--- config.mk ---
export PLATFORM = sky130hd
export DESIGN_NAME = atw_readout
export DESIGN_NICKNAME = d
export VERILOG_FILES = /design/src/atw_pkg.sv /design/src/atw_readout.sv /design/src/atw_sync.sv
export SDC_FILE = /design/constraint.sdc
export NUM_CORES = 1
export LEC_CHECK = 0
export BUFFER_PORTS_ARGS = -buffer_cell sky130_fd_sc_hd__buf_2
export CORE_ASPECT_RATIO = 2
export CORE_MARGIN = 4
export CORE_UTILIZATION = 41
export CTS_CLUSTER_SIZE = 12
export DETAILED_ROUTE_END_ITERATION = 10
export SLEW_MARGIN = 10
export SYNTH_ARGS = -nofsm -noshare
export SYNTH_HDL_FRONTEND = slang
export SYNTH_SLANG_ARGS = --single-unit
--- constraint.sdc ---
create_clock -name mclk_i -period 2.45 [get_ports mclk_i]
set_clock_uncertainty 0.05 [all_clocks]
set_input_delay 0.245 -clock mclk_i [delete_from_list [all_inputs] [get_ports mclk_i]]
set_output_delay 0.245 -clock mclk_i [all_outputs]
set_load 0.05 [all_outputs]
--- src/atw_pkg.sv ---
// Shared constants and types for the three-wire converter readout
package atw_pkg;

    // ****************************************
    // Register map
    // ****************************************
    localparam logic [7:0] CFG_OFF    = 8'h00;
    localparam logic [7:0] STAT_OFF   = 8'h04;
    localparam logic [7:0] RESULT_OFF = 8'h08;

    // Field positions in the status register
    localparam int STAT_CONV_BUSY_BIT = 0;
    localparam int STAT_READY_BIT     = 1;
    localparam int STAT_FRAME_BIT     = 2;
    localparam int STAT_BUSYMODE_BIT  = 3;

    // ****************************************
    // Configuration layout and reset value
    // ****************************************
    typedef struct packed {
        logic highz;
        logic span;
        logic turbo;
        logic status_en;
    } atw_cfg_t;

    localparam logic [3:0] CFG_RST = 4'h0;

    // ****************************************
    // Frame geometry
    // ****************************************
    localparam int         RESULT_BITS  = 18;
    localparam int         STATUS_BITS  = 6;
    localparam logic [4:0] FRAME_MSB    = 5'h17;
    localparam logic [4:0] LEN_PLAIN    = 5'h12;
    localparam logic [4:0] LEN_STATUS   = 5'h18;

    // ****************************************
    // Timing
    // ****************************************
    localparam int         CLK_PERIOD_NS = 10;
    localparam int         CONV_TIME_NS  = 300;
    localparam logic [5:0] CONV_CYCLES   = 6'((CONV_TIME_NS + CLK_PERIOD_NS - 1) / CLK_PERIOD_NS);

    // ****************************************
    // Output frame states
    // ****************************************
    typedef enum logic [0:0] {
        FR_HIZ,
        FR_SHIFT
    } atw_frame_t;

endpackage

--- src/atw_readout.sv ---
// Three-wire chip-select conversion control and result readout with APB config
//
// Local design decisions: the placing of the registers and the APB interface to the registers.
`timescale 1ns/1ns

// Behaviour
// RL1 - Turbo: rising start with input high converts, floats
// RL2 - Host waits first quiet time before reading
// RL3 - After conversion time, acquire and power down
// RL4 - Start falling edge drives result MSB out
// RL5 - Later bits follow on serial clock falls
// RL6 - Data valid on both serial clock edges
// RL7 - No status: release after eighteenth fall
// RL8 - Turbo status bits on falls nineteen to 24; the code drives them on falls 18 to 23
// RL9 - Release on last fall or start rising
// RL10 - Host leaves second quiet time before start
// RL11 - Turbo cleared for non-turbo modes; reset off
// RL12 - No-busy mode: conversion ignores start pin
// RL13 - No-busy host returns start high in time
// RL14 - Host keeps serial clock still while converting
// RL15 - Host holds serial input high during conversion
// RL16 - Busy mode: output floats until conversion ends
// RL17 - Busy-mode host returns start low in time
// RL18 - Busy mode drives output low at completion
// RL19 - Busy mode: result MSB first, eighteen falls
// RL20 - Busy mode status bits on falls 19-24
// RL21 - Busy mode releases after extra fall/start rise
// RL22 - Shared outputs tolerate brief contention
// RL23 - Turbo frame carries the previous result
// RL24 - Writing turbo bit one enables turbo mode
// RL25 - Status: clamp, span, high-Z, turbo, two zeros
// RL26 - Status bits appended only when enabled
// RL27 - Result MSB first, status directly after
module atw_readout (
    input  wire logic        mclk_i,
    input  wire logic        srst_i,
    input  wire logic        psel_i,
    input  wire logic        penable_i,
    input  wire logic        pwrite_i,
    input  wire logic [7:0]  paddr_i,
    input  wire logic [31:0] pwdata_i,
    output logic      [31:0] prdata_o,
    output logic             pready_o,
    output logic             pslverr_o,
    input  wire logic        convert_start_i,
    input  wire logic        serial_clk_i,
    input  wire logic        serial_in_i,
    input  wire logic [17:0] result_i,
    input  wire logic        ov_clamp_i,
    output logic             serial_out_o,
    output logic             serial_out_oe_o,
    output logic             converter_on_o
);

    // ****************************************
    // Helpers
    // ****************************************
    function automatic logic [4:0] frame_limit(input logic status_en, input logic busy);
        logic [4:0] len;
        len = status_en ? atw_pkg::LEN_STATUS : atw_pkg::LEN_PLAIN;
        frame_limit = busy ? len + 5'h01 : len;
    endfunction

    function automatic logic pick_bit(input logic [23:0] w, input logic [4:0] idx);
        logic [4:0] pos;
        pos = atw_pkg::FRAME_MSB - idx;
        pick_bit = w[pos];
    endfunction

    // ****************************************
    // Pin synchronisers
    // ****************************************
    logic [2:0] pin_lvl;
    logic [2:0] pin_rise;
    logic [2:0] pin_fall;

    atw_sync #(.WIDTH(3)) u_sync (
        .mclk_i  (mclk_i),
        .srst_i  (srst_i),
        .async_i ({convert_start_i, serial_clk_i, serial_in_i}),
        .level_o (pin_lvl),
        .rise_o  (pin_rise),
        .fall_o  (pin_fall)
    );

    wire cnv_lvl  = pin_lvl[2];
    wire cnv_rise = pin_rise[2];
    wire cnv_fall = pin_fall[2];
    wire sck_fall = pin_fall[1];
    wire sdi_lvl  = pin_lvl[0];

    // ****************************************
    // State
    // ****************************************
    atw_pkg::atw_cfg_t   cfg;
    atw_pkg::atw_frame_t frame;
    logic                conv_busy;
    logic [5:0]          conv_cnt;
    logic [17:0]         conv_result;
    logic                data_ready;
    logic [23:0]         out_word;
    logic [4:0]          bit_cnt;
    logic                busy_mode;

    // ****************************************
    // APB slave
    // ****************************************
    wire        hit_cfg  = paddr_i == atw_pkg::CFG_OFF;
    wire        hit_stat = paddr_i == atw_pkg::STAT_OFF;
    wire        hit_res  = paddr_i == atw_pkg::RESULT_OFF;
    wire        hit_any  = hit_cfg | hit_stat | hit_res;
    wire        next_pready = psel_i & penable_i & ~pready_o;
    wire        apb_done = psel_i & penable_i & pready_o;
    wire        wr_cfg   = apb_done & pwrite_i & hit_cfg;
    wire [31:0] stat_word;
    wire [31:0] rd_mux;

    assign stat_word = {28'h0000000, busy_mode, frame == atw_pkg::FR_SHIFT, data_ready, conv_busy};
    assign rd_mux    = hit_cfg  ? {28'h0000000, cfg} :
                       hit_stat ? stat_word :
                       hit_res  ? {14'h0000, conv_result} : 32'h00000000;

    // One wait state: pready rises in the first access cycle's following edge
    always_ff @(posedge mclk_i) begin
        if (srst_i) begin
            pready_o  <= 1'b0;
            prdata_o  <= 32'h00000000;
            pslverr_o <= 1'b0;
        end else begin
            pready_o  <= next_pready;
            pslverr_o <= next_pready & ~hit_any;
            if (next_pready) begin
                prdata_o <= (pwrite_i | ~hit_any) ? 32'h00000000 : rd_mux;
            end
        end
    end

    always_ff @(posedge mclk_i) begin
        if (srst_i) begin
            cfg <= atw_pkg::CFG_RST; // see RL11
        end else if (wr_cfg) begin
            cfg <= pwdata_i[3:0]; // see RL24
        end
    end

    // ****************************************
    // Conversion timer
    // ****************************************
    // Starts need the serial input high; a start while busy is ignored
    wire start_go  = cnv_rise & sdi_lvl & ~conv_busy; // see RL1
    wire conv_done = conv_busy & (conv_cnt == atw_pkg::CONV_CYCLES - 6'h01);
    // Start pin level at completion picks busy or no-busy readout
    wire busy_go   = conv_done & ~cfg.turbo & ~cnv_lvl;
    wire [5:0] status_bits = {ov_clamp_i, cfg.span, cfg.highz, cfg.turbo, 2'b00}; // see RL25

    always_ff @(posedge mclk_i) begin
        if (srst_i) begin
            conv_busy   <= 1'b0;
            conv_cnt    <= 6'h00;
            conv_result <= 18'h00000;
        end else if (start_go) begin
            conv_busy <= 1'b1;
            conv_cnt  <= 6'h00;
        end else if (conv_done) begin
            conv_busy   <= 1'b0; // see RL3
            conv_result <= result_i;
        end else if (conv_busy) begin
            conv_cnt <= conv_cnt + 6'h01; // see RL12
        end
    end

    always_ff @(posedge mclk_i) begin
        if (srst_i) begin
            converter_on_o <= 1'b0;
        end else begin
            converter_on_o <= start_go | (conv_busy & ~conv_done); // see RL3
        end
    end

    // A start fall opens a frame only when a word waits and no non-turbo conversion runs
    wire read_go = cnv_fall & (frame == atw_pkg::FR_HIZ) & data_ready & (cfg.turbo | ~conv_busy);

    // ****************************************
    // Readout word
    // ****************************************
    // Turbo reads the previous result, so the word is frozen at the start
    always_ff @(posedge mclk_i) begin
        if (srst_i) begin
            out_word   <= 24'h000000;
            data_ready <= 1'b0;
        end else if (start_go & cfg.turbo) begin
            out_word   <= {conv_result, status_bits}; // see RL23
            data_ready <= 1'b1;
        end else if (start_go) begin
            data_ready <= 1'b0;
        end else if (conv_done & ~cfg.turbo) begin
            out_word   <= {result_i, status_bits}; // see RL27
            data_ready <= ~busy_go;
        end else if (read_go) begin
            data_ready <= 1'b0;
        end
    end

    // ****************************************
    // Serial output frame
    // ****************************************
    wire [4:0] next_cnt = bit_cnt + 5'h01;
    wire [4:0] limit    = frame_limit(cfg.status_en, busy_mode); // see RL26
    wire [4:0] next_idx = busy_mode ? bit_cnt : next_cnt;

    always_ff @(posedge mclk_i) begin
        if (srst_i) begin
            frame           <= atw_pkg::FR_HIZ;
            serial_out_o    <= 1'b0;
            serial_out_oe_o <= 1'b0;
            bit_cnt         <= 5'h00;
            busy_mode       <= 1'b0;
        end else if (cnv_rise) begin
            frame           <= atw_pkg::FR_HIZ; // see RL1, RL9, RL21
            serial_out_oe_o <= 1'b0;
        end else if (busy_go) begin
            frame           <= atw_pkg::FR_SHIFT;
            busy_mode       <= 1'b1;
            serial_out_oe_o <= 1'b1;
            serial_out_o    <= 1'b0; // see RL18
            bit_cnt         <= 5'h00;
        end else if (read_go) begin
            frame           <= atw_pkg::FR_SHIFT;
            busy_mode       <= 1'b0;
            serial_out_oe_o <= 1'b1;
            serial_out_o    <= out_word[atw_pkg::FRAME_MSB]; // see RL4
            bit_cnt         <= 5'h00;
        end else if ((frame == atw_pkg::FR_SHIFT) & sck_fall) begin
            bit_cnt <= next_cnt;
            if (next_cnt == limit) begin
                frame           <= atw_pkg::FR_HIZ; // see RL7, RL9, RL21
                serial_out_oe_o <= 1'b0;
            end else begin
                // Bit stands a full serial clock period, valid at both edges
                serial_out_o <= pick_bit(out_word, next_idx); // see RL5, RL6, RL8, RL19, RL20
            end
        end
    end

    // ****************************************
    // Checks
    // ****************************************
    AST_TURBO_OFF_AFTER_RESET: assert property (@(posedge mclk_i) // see RL11
        srst_i |=> !cfg.turbo)
        else $error("turbo not cleared by reset");

    AST_START_FLOATS_OUTPUT: assert property (@(posedge mclk_i) disable iff (srst_i) // see RL1
        start_go |=> !serial_out_oe_o ##1 !serial_out_oe_o)
        else $error("output driven right after conversion start");

    AST_CONV_LENGTH: assert property (@(posedge mclk_i) disable iff (srst_i) // see RL3
        $fell(conv_busy) |-> $past(conv_cnt) == atw_pkg::CONV_CYCLES - 6'h01 ##1 !converter_on_o)
        else $error("conversion length wrong or converter left on");

    AST_MSB_ON_START_FALL: assert property (@(posedge mclk_i) disable iff (srst_i) // see RL4
        read_go && !cnv_rise |=> serial_out_oe_o && serial_out_o == $past(out_word[23]))
        else $error("MSB not driven on start falling edge");

    AST_NEXT_BIT: assert property (@(posedge mclk_i) disable iff (srst_i) // see RL5
        (frame == atw_pkg::FR_SHIFT) && sck_fall && !cnv_rise && next_cnt != limit
        |=> serial_out_o == pick_bit(out_word, $past(next_idx)))
        else $error("wrong bit after serial clock fall");

    AST_RELEASE_AT_LIMIT: assert property (@(posedge mclk_i) disable iff (srst_i) // see RL7
        (frame == atw_pkg::FR_SHIFT) && sck_fall && !cnv_rise
        && bit_cnt == frame_limit(cfg.status_en, busy_mode) - 5'h01 |=> !serial_out_oe_o)
        else $error("output not released at last fall");

    AST_RELEASE_ON_RISE: assert property (@(posedge mclk_i) disable iff (srst_i) // see RL9
        cnv_rise |=> !serial_out_oe_o)
        else $error("output not released on start rising");

    AST_BUSY_FLOATS: assert property (@(posedge mclk_i) disable iff (srst_i) // see RL16
        conv_busy && !cfg.turbo && $past(conv_busy) |-> !serial_out_oe_o)
        else $error("output driven during non-turbo conversion");

    AST_BUSY_LOW: assert property (@(posedge mclk_i) disable iff (srst_i) // see RL18
        busy_go |=> serial_out_oe_o && !serial_out_o && busy_mode)
        else $error("busy indication missing at completion");

    AST_TURBO_PREVIOUS: assert property (@(posedge mclk_i) disable iff (srst_i) // see RL23
        start_go && cfg.turbo |=> out_word[23:6] == $past(conv_result))
        else $error("turbo frame not loaded with previous result");

endmodule

--- src/atw_sync.sv ---
// Two-stage pin synchroniser with edge detection
`timescale 1ns/1ns
module atw_sync #(
    parameter int WIDTH = 1
) (
    input  wire logic             mclk_i,
    input  wire logic             srst_i,
    input  wire logic [WIDTH-1:0] async_i,
    output logic      [WIDTH-1:0] level_o,
    output logic      [WIDTH-1:0] rise_o,
    output logic      [WIDTH-1:0] fall_o
);
    logic [WIDTH-1:0] meta;
    logic [WIDTH-1:0] stage;
    logic [WIDTH-1:0] last;

    always_ff @(posedge mclk_i) begin
        if (srst_i) begin
            meta  <= '0;
            stage <= '0;
            last  <= '0;
        end else begin
            meta  <= async_i;
            stage <= meta;
            last  <= stage;
        end
    end

    // Edges look only at the second stage and its delayed copy
    assign level_o = stage;
    assign rise_o  = stage & ~last;
    assign fall_o  = ~stage & last;
endmodule
Word-level counts from Yosys, hierarchy flattened
Cells that the tools add are included.
- shift operators: 0
- magnitude comparators: 1
- add/sub/neg operators: 4
- bitwise logic cells: 36
- reduce and logical (&&, ||, !) cells: 16
- multipliers: 0
- div/mod/pow operators: 0
- mux-type cells: 30
- equality and inequality tests: 6
- operator list (operator ; count):
    2-to-1 mux 18 bit ; 4
    2-to-1 mux 24 bit ; 3
    2-to-1 mux 5 bit ; 5
    AND 1 bit ; 17
    2-to-1 mux 1 bit ; 16
    AND reduction 2 bit ; 6
    adder 5 x 1 -> 5 bit (second input constant) ; 2
    NOT 1 bit ; 10
    equality test 8 x 3 -> 1 bit (second input constant) ; 1
    equality test 8 x 4 -> 1 bit (second input constant) ; 1
    logical NOT 8 bit ; 1
    adder 6 x 1 -> 6 bit (second input constant) ; 1
    AND 3 bit ; 2
    equality test 6 x 5 -> 1 bit (second input constant) ; 1
    < comparator 5 x 6 -> 1 bit (second input constant) ; 1
    NOT 3 bit ; 2
    nonzero test 2 bit ; 3
    nonzero test 3 bit ; 2
    binary-select mux 1 bit (select 5 bit) ; 1
    equality test 5 bit ; 1
    bitwise OR 1 bit ; 5
    subtractor 5 bit (first input constant) ; 1
    2-to-1 mux 4 bit ; 1
    nonzero test 4 bit ; 1
    4 further kinds ; 5
- bits in writable memories: 0
- memories: 0
- bits in registers: 104
- latch bits: 0
- bits of input ports: 67
- ROM bits: 0

Logic depth before layout (Yosys ltp)
Gate-level depths: netlist of the first run.
- depth in word-level cells: 9
- gate-level depth with buffers: 9
- mapped depth without buffers: 8

Hierarchy
A second synthesis of the first run with hierarchy kept.
- cells, all modules: 517
- area, all modules: 4242.8 um2
- modules (own cells, without submodules) (module ; cells an instance ; area an instance (um2) ; sequential area each (um2) ; instances):
    atw_readout ; 493 ; 3968.8 ; 1621.6 ; 1
    atw_sync ; 24 ; 274.0 ; 180.2 ; 1

Least setup slack after synthesis of the first run
No wires, ideal clock.
- kind: register -> register
- from: reg bit_cnt[0]
- to: reg serial_out_o
- stages on the path, launching flop included: 9
- path buffers: 1
- data required time: 2.284 ns
- data arrival time: 2.071 ns
- period minus slack after synthesis: 2.237 ns
- path slack: 0.213 ns
- cells stage by stage: dfxtp_1 -> ha_1 -> clkbuf_1 -> mux2i_1 -> mux4_2 -> and2b_1 -> a311oi_1 -> o311ai_1 -> a31o_1
- longest elaborated chain between the ends: 9
- ends and longest elaborated chain (what ; RTL line ; text):
    start, declared ; atw_readout.sv:102 ; logic [4:0] bit_cnt;
    start signal, assigned ; atw_readout.sv:234 ; bit_cnt <= next_cnt;
    adder 5 x 1 -> 5 bit ; atw_readout.sv:207 ; wire [4:0] next_cnt = bit_cnt + 5'h01;
    2-to-1 mux 5 bit ; atw_readout.sv:209 ; wire [4:0] next_idx = busy_mode ? bit_cnt : next_cnt;
    subtractor 5 bit ; atw_readout.sv:66 ; pos = atw_pkg::FRAME_MSB - idx;
    binary-select mux 1 bit (select 5 bit) ; atw_readout.sv:67 ; pick_bit = w[pos];
    2-to-1 mux 1 bit (implied by the code) ; atw_readout.sv:67 ;
    2-to-1 mux 1 bit ; atw_readout.sv:235 ; if (next_cnt == limit) begin
    2-to-1 mux 1 bit ; atw_readout.sv:233 ; end else if ((frame == atw_pkg::FR_SHIFT) & sck_fall) begin
    2-to-1 mux 1 bit ; atw_readout.sv:227 ; end else if (read_go) begin
    2-to-1 mux 1 bit ; atw_readout.sv:221 ; end else if (busy_go) begin
    end signal, assigned ; atw_readout.sv:231 ; serial_out_o <= out_word[atw_pkg::FRAME_MSB];
    end signal, assigned ; atw_readout.sv:240 ; serial_out_o <= pick_bit(out_word, next_idx);
    end, declared ; atw_readout.sv:50 ; output logic serial_out_o,
Parallel ways exist; a longest one is shown, timed or not. The select of a mux whose other input is x is not followed.
A chain may end at the register's enable or synchronous reset.

Final worst setup path of the first run
Ends and elaborated chain as after synthesis.

==> impl_metrics.py, run 1 <==
metrics = {
    "status": {
        "status": "completed",
    },
    "critical_path": {
        "path_class": "flip-flop to flip-flop",
        "startpoint_type": "flip-flop",
        "crit_arrival_ns": 2.36,
        "cp-end-kind": "flip-flop",
        "worstPathRequired_ns": 2.63,
        "worstPathMaxFanout": 3,
    },
    "sta": {
        "max_clock_freq_mhz": 458.3,
        "setup_tns_ns": 0,
        "final.setup.worst_slack_ns": 0.2679,
        "setup_viol": 0,
        "rsz0062_at_grt": "false",
        "hold_violations": 0,
        "drv_slew": 0,
        "period_minus_slack_ns": 2.182,
        "fin_crit_sh_pct": 89.07,
        "worst_pin_slew_ns": 0.6795,
        "maxSlewHeadroom_pct": 54.43,
    },
    "final_layout": {
        "drive_above_1_share_pct": 19.82,
        "antennaDiodeCount": 0,
        "nets": 615,
        "syn2layout_area_growth_pct": 17.92,
    },
    "grt": {
        "grt_pass1_vias": 3513,
        "grt_usage_pct": 19.01,
        "gr-total-overflow": 0,
        "antenna_found_initial": 0,
        "grt_max_degree": 45,
        "grt_pass1_wl_microns": 17540,
    },
    "clock_tree": {
        "cts-resized-gates": 0,
        "cts_made_buffers": 9,
        "cts_tree": "yes",
        "hold_buffers": 0,
        "path_clk_slew_ns": 0.06,
        "cts_sinks": 89,
        "cts_post_setup_buffers_inserted": 0,
        "clk_latency_ns": 0.34,
        "h-tree-depth": 3,
        "clk_path_buf_depth": 2,
        "cts-root-buf": "clkbuf_16",
    },
    "die": {
        "die_height_microns": 149.6,
        "core-area_sq_um": 9763,
        "fp.dieW_microns": 78.81,
        "dieArea_sq_um": 11790,
        "io_pins": 104,
        "rows": 51,
        "start_util_pct": 42.11,
    },
    "drt": {
        "routed-via-count": 3550,
        "totalWireLength_microns": 10670,
        "drc": 0,
        "dr.pass1.iters": 4,
        "wl_per_cell_microns": 15.64,
        "vias_per_cell": 5.205,
        "drt_iter0_markers": 243,
        "ant_nets": 0,
    },
    "place": {
        "io_buffers": 61,
        "place_hpwl_microns": 7977,
        "place.gp.congestion": 0.8172,
        "place_ws_ns": 0.2608,
    },
    "synthesis": {
        "ys.flop_type": "dfxtp_1",
        "syn_inst": 490,
        "synth_area_sq_um": 4111,
        "ys_seq_area_share_pct": 43.34,
        "synth_area_leader_cell": "dfxtp_1",
        "synth_area_leaders": "dfxtp_1, nand2_1, nor2_1",
        "synth_top_area_share_pct": 43.34,
        "ys_top_cells_by_count": "dfxtp_1, nand2_1, nor2_1",
        "ys_ff_latch": 89,
        "synth-async-reset-ratio_pct": 0,
        "synth_edf_count": 0,
        "synthDistinctLibCells": 61,
        "synth.yosys.warnings": 0,
        "synth.most_common_cell": "dfxtp_1",
        "avgSynthCellArea_sq_um": 8.391,
    },
    "flow_run": {
        "maxCapViolCount": 0,
    },
    "pwr": {
        "leakagePower_nw": 1.881,
        "ir_drop_mv": 0.4895,
        "p_per_area_nw_per_um2": 619.0,
    },
    "min_path": {
        "hold_path.class": "input port to flip-flop",
    },
}
-- metrics by stage --
| stage | utilization, % | area (sq um) | hold slack (ns) | power [mW] | std cells |
|---|---|---|---|---|---|
| floorplan | - | 4160 | 0.3232 | 1.609 | 503 |
| CTS | 49.66 | 4848 | 0.04842 | 3.041 | 682 |
| finish | 49.66 | 4848 | 0.06548 | 3.001 | 682 |
| global placement | 46.56 | 4546 | 0.3667 | 1.646 | 666 |
| detailed placement | 46.56 | 4546 | 0.3765 | 1.648 | 666 |
| global route | 49.66 | 4848 | 0.07108 | 3.110 | 682 |
-- cell type report --
cell class	instances	area (sq um)
inverters	5	18.77
clock buffers	9	225.2
fillers	971	4915
flip-flops and latches	89	1782
clock inverters	7	77.57
repair buffers	78	457.9
well taps	132	165.2
multi-input cells	362	2122
-- kinds of logic (layout without fill, tap and decap cells) --
group	count (synthesis)	after routing	share of synthesized area (%)
AO/OA/AOI/OAI	98	98	16.43
XOR/XNOR	10	10	2.313
adder cells (fa/ha/maj)	3	3	0.9131
buffers and inverters	52	99	6.330
flip-flops	89	89	43.34
multiplexers	20	20	5.630
other	1	14	0.09121
AND/OR/NAND/NOR	217	217	24.95
-- registers in the layout, indices dropped and copies added (netlist names), 2 cells and up --
name	cells
bit_cnt	5
out_word	22
prdata_o	18
u_sync.level_o	3
conv_cnt	6
u_sync.last	2
u_sync.meta	3
conv_result	18
cfg	4
-- routing by layer --
metal | vias to the layer above | wire length [microns] | global-route usage [%]
li1 | 1791 | - | -
met2 | 91 | 5747 | 35.09
met5 | - | 0 | 0
met1 | 1649 | 4028 | 19.99
met3 | 19 | 426 | 3.494
met4 | 0 | 466 | 10.07
-- path summary, 6_finish.rpt --
path	start	endpoint	slack, ns	depth (start not counted)
worst min register to register	u_sync.meta[1]	u_sync.level_o[1]	0.39	1
worst min-delay path	serial_clk_i	u_sync.meta[1]	0.07	2
worst max-delay path	bit_cnt[0]	serial_out_o	0.27	7
worst max register to register	bit_cnt[0]	serial_out_o	0.27	7
-- layout by cell type, fill, tap and decap left out, types with 3 or more instances in the layout --
| cell type | instances |
|---|---|
| dfxtp_1 | 89 |
| nor2_1 | 71 |
| nand2_1 | 71 |
| buf_2 | 61 |
| a21oi_1 | 33 |
| nand3_1 | 21 |
| a311oi_1 | 19 |
| a22oi_1 | 18 |
| mux2i_1 | 16 |
| buf_4 | 15 |
| conb_1 | 14 |
| nor2b_1 | 12 |
| o21ai_0 | 9 |
| clkbuf_16 | 9 |
| xor2_1 | 6 |
| inv_1 | 5 |
| nor3_1 | 5 |
| nand2b_1 | 4 |
| and3b_1 | 4 |
| and3_1 | 3 |
| nand4_1 | 3 |
| xnor2_1 | 3 |
| and2_1 | 3 |
| nor4_2 | 3 |
| nand3b_1 | 3 |
| nor3b_1 | 3 |
| ha_1 | 3 |
-- worst max-delay path: stages (launching register included) --
cell and delay (ns):
dfxtp_1 0.40, ha_1 0.27, mux2i_1 0.26, mux4_2 0.34, and2b_1 0.17, a311oi_1 0.27, o311ai_1 0.13, a31o_1 0.19
-- power by group --
group,switching (mW),leakage (nW),total (mW),internal (mW)
Combinational,0.114,1.02,0.156,0.0419
Clock,0.587,0.146,1.39,0.799
Sequential,0.00450,0.718,1.46,1.45
Power figures use the tool's default switching activity.
==> run 2: changes to the inputs <==
- CORE_MARGIN: 4 -> 3
==> run 2 against run 1 <==
Critical path depth unchanged. Utilization increased by 0.28 points. Sequential power about the same. Via count increased by 0.82%. Clock power increased by 9%. Register-to-register slack got worse by 0.03 ns. First-iteration DRC count decreased by 41%. Design area increased by 0.57%. Clock-buffer cell count increased by 4. Maximum frequency decreased by 1.5%. Critical endpoint unchanged.
==> impl_metrics.py, run 2 (same netlist as run 1, synthesis figures left out) <==
metrics = {
    "status": {
        "status": "completed",
    },
    "final_layout": {
        "final_cell_mix": "dfxtp_1, nor2_1, nand2_1, buf_2, a21oi_1",
        "largest_reg_flops": 22,
        "fillers": 940,
        "top_register": "out_word",
        "drive_above_1_share_pct": 19.49,
        "multiInputGateArea_sq_um": 2122,
        "final_common_cell": "dfxtp_1",
        "syn2layout_area_growth_pct": 18.59,
        "top_regs": "out_word (22), conv_result (18), prdata_o (18)",
        "fin_util_pct": 49.94,
        "regArea_sq_um": 1782,
        "nets": 615,
        "antennaDiodeCount": 0,
    },
    "clock_tree": {
        "path_clk_slew_ns": 0.07,
        "hold_buffers": 0,
        "h-tree-depth": 3,
        "cts_tree": "yes",
        "cts-resized-gates": 0,
        "cts-root-buf": "clkbuf_16",
        "cts_made_buffers": 9,
        "cts_post_setup_buffers_inserted": 0,
        "clk_latency_ns": 0.34,
        "cts_sinks": 89,
        "clk_path_buf_depth": 2,
    },
    "die": {
        "core-area_sq_um": 9763,
        "die_height_microns": 147.6,
        "fp.dieW_microns": 76.81,
        "io_pins": 104,
        "rows": 51,
        "dieArea_sq_um": 11340,
        "start_util_pct": 42.11,
    },
    "drt": {
        "ant_nets": 0,
        "wl_per_cell_microns": 15.21,
        "highest_layer": "met4",
        "wl_met1_microns": 3946,
        "totalWireLength_microns": 10360,
        "met3_length_microns": 337,
        "dr.pass1.iters": 4,
        "routed-via-count": 3579,
        "wl_met2_microns": 5654,
        "drc": 0,
        "vias_per_cell": 5.256,
        "drt_iter0_markers": 143,
    },
    "pwr": {
        "ir_drop_mv": 0.6102,
        "leakagePower_nw": 1.895,
        "p_seq_share_pct": 46.7,
        "clockPowerShare_pct": 48.4,
        "comb_power_share_pct": 4.9,
        "p_int_mw": 2.469,
        "p_sw_share_pct": 21.05,
        "p_per_area_nw_per_um2": 641.3,
        "p_total_mw": 3.127,
        "p_switching_mw": 0.6580,
    },
    "grt": {
        "grt_pass1_vias": 3495,
        "grt_usage_pct": 18.57,
        "grt_max_degree": 47,
        "grt_pass1_wl_microns": 16720,
        "antenna_found_initial": 0,
        "gr-total-overflow": 0,
    },
    "min_path": {
        "hold_path.class": "input port to flip-flop",
    },
    "sta": {
        "hold_violations": 0,
        "max_clock_freq_mhz": 451.5,
        "rsz0062_at_grt": "false",
        "setup_tns_ns": 0,
        "hold_ws_ns": 0.06975,
        "period_minus_slack_ns": 2.215,
        "setup_viol": 0,
        "worst_pin_slew_ns": 0.6481,
        "drv_slew": 0,
        "fin_crit_sh_pct": 90.40,
        "maxSlewHeadroom_pct": 56.44,
    },
    "place": {
        "place.gp.congestion": 0.8755,
        "place_hpwl_microns": 7806,
        "io_buffers": 61,
    },
    "critical_path": {
        "worstReg2RegEnd": "serial_out_o",
        "worstPathMaxFanout": 3,
        "r2r_slack_ns": 0.24,
        "crit_start": "bit_cnt[0]",
        "startpoint_type": "flip-flop",
        "endpoint": "serial_out_o",
        "reg2reg_depth": 7,
        "crit_arrival_ns": 2.40,
        "cp-end-kind": "flip-flop",
        "path_class": "flip-flop to flip-flop",
        "worstReg2RegStart": "bit_cnt[0]",
        "worstPathRequired_ns": 2.64,
    },
    "flow_run": {
        "maxCapViolCount": 0,
    },
}
run 2: cell count changes in the layout (fill, tap and decap cells not counted):
cell / change
clkinv_2: -1
bufinv_16: +1
clkbuf_8: +3
inv_6: -2
clkbuf_1: +1
clkinvlp_4: -1
clkinv_4: -2
run 2: per-stage QoR:
step,setup slack (ns),cell area [sq um],std cells
3_3_place_gp,0.2501,4546,666
2_1_floorplan,0.2131,4160,503
5_1_grt,0.1320,4876,681
6_report,0.2353,4876,681
3_5_place_dp,0.2335,4546,666
4_1_cts,0.2123,4876,681
run 2: how the worst min path moves through the flow:
stage                                from                end  slack, ns  cells after the start
after floorplan               serial_in_i     u_sync.meta[0]       0.32                      1
after global placement     u_sync.meta[1]  u_sync.level_o[1]       0.37                      1
after detailed placement   u_sync.meta[1]  u_sync.level_o[1]       0.37                      1
after CTS                    serial_clk_i     u_sync.meta[1]       0.06                      2
after global routing      convert_start_i     u_sync.meta[2]       0.08                      2
final                        serial_clk_i     u_sync.meta[1]       0.07                      2
run 2: critical path, cell delays in order (launching register included):
cell and delay (ns):
dfxtp_1 0.41, ha_1 0.27, mux2i_1 0.20, mux4_2 0.33, and2b_1 0.17, a311oi_1 0.36
o311ai_1 0.14, a31o_1 0.18
run 2: power by group through the flow:
stage,clock network [mW],logic [mW],registers [mW]
floorplan,0,0.113,1.50
global placement,0,0.153,1.49
detailed placement,0,0.155,1.49
CTS,1.54,0.155,1.46
global route,1.59,0.166,1.46
finish,1.51,0.155,1.46
run 2: area by class of cell:
type                       count  area share [%]
clock buffer                  13           5.543
clock inverter                 2           1.232
inverter                       5          0.3849
multi-input combinational    362           43.52
sequential                    89           36.54
tap                          132           3.387
timing repair buffer          78           9.392
run 2: per-layer routing:
metal / vias to the layer above / GRT usage (%)
met1: 1688 / 18.89
met3: 22 / 3.110
met5: - / 0
li1: 1794 / -
met4: 0 / 10.44
met2: 75 / 35.01
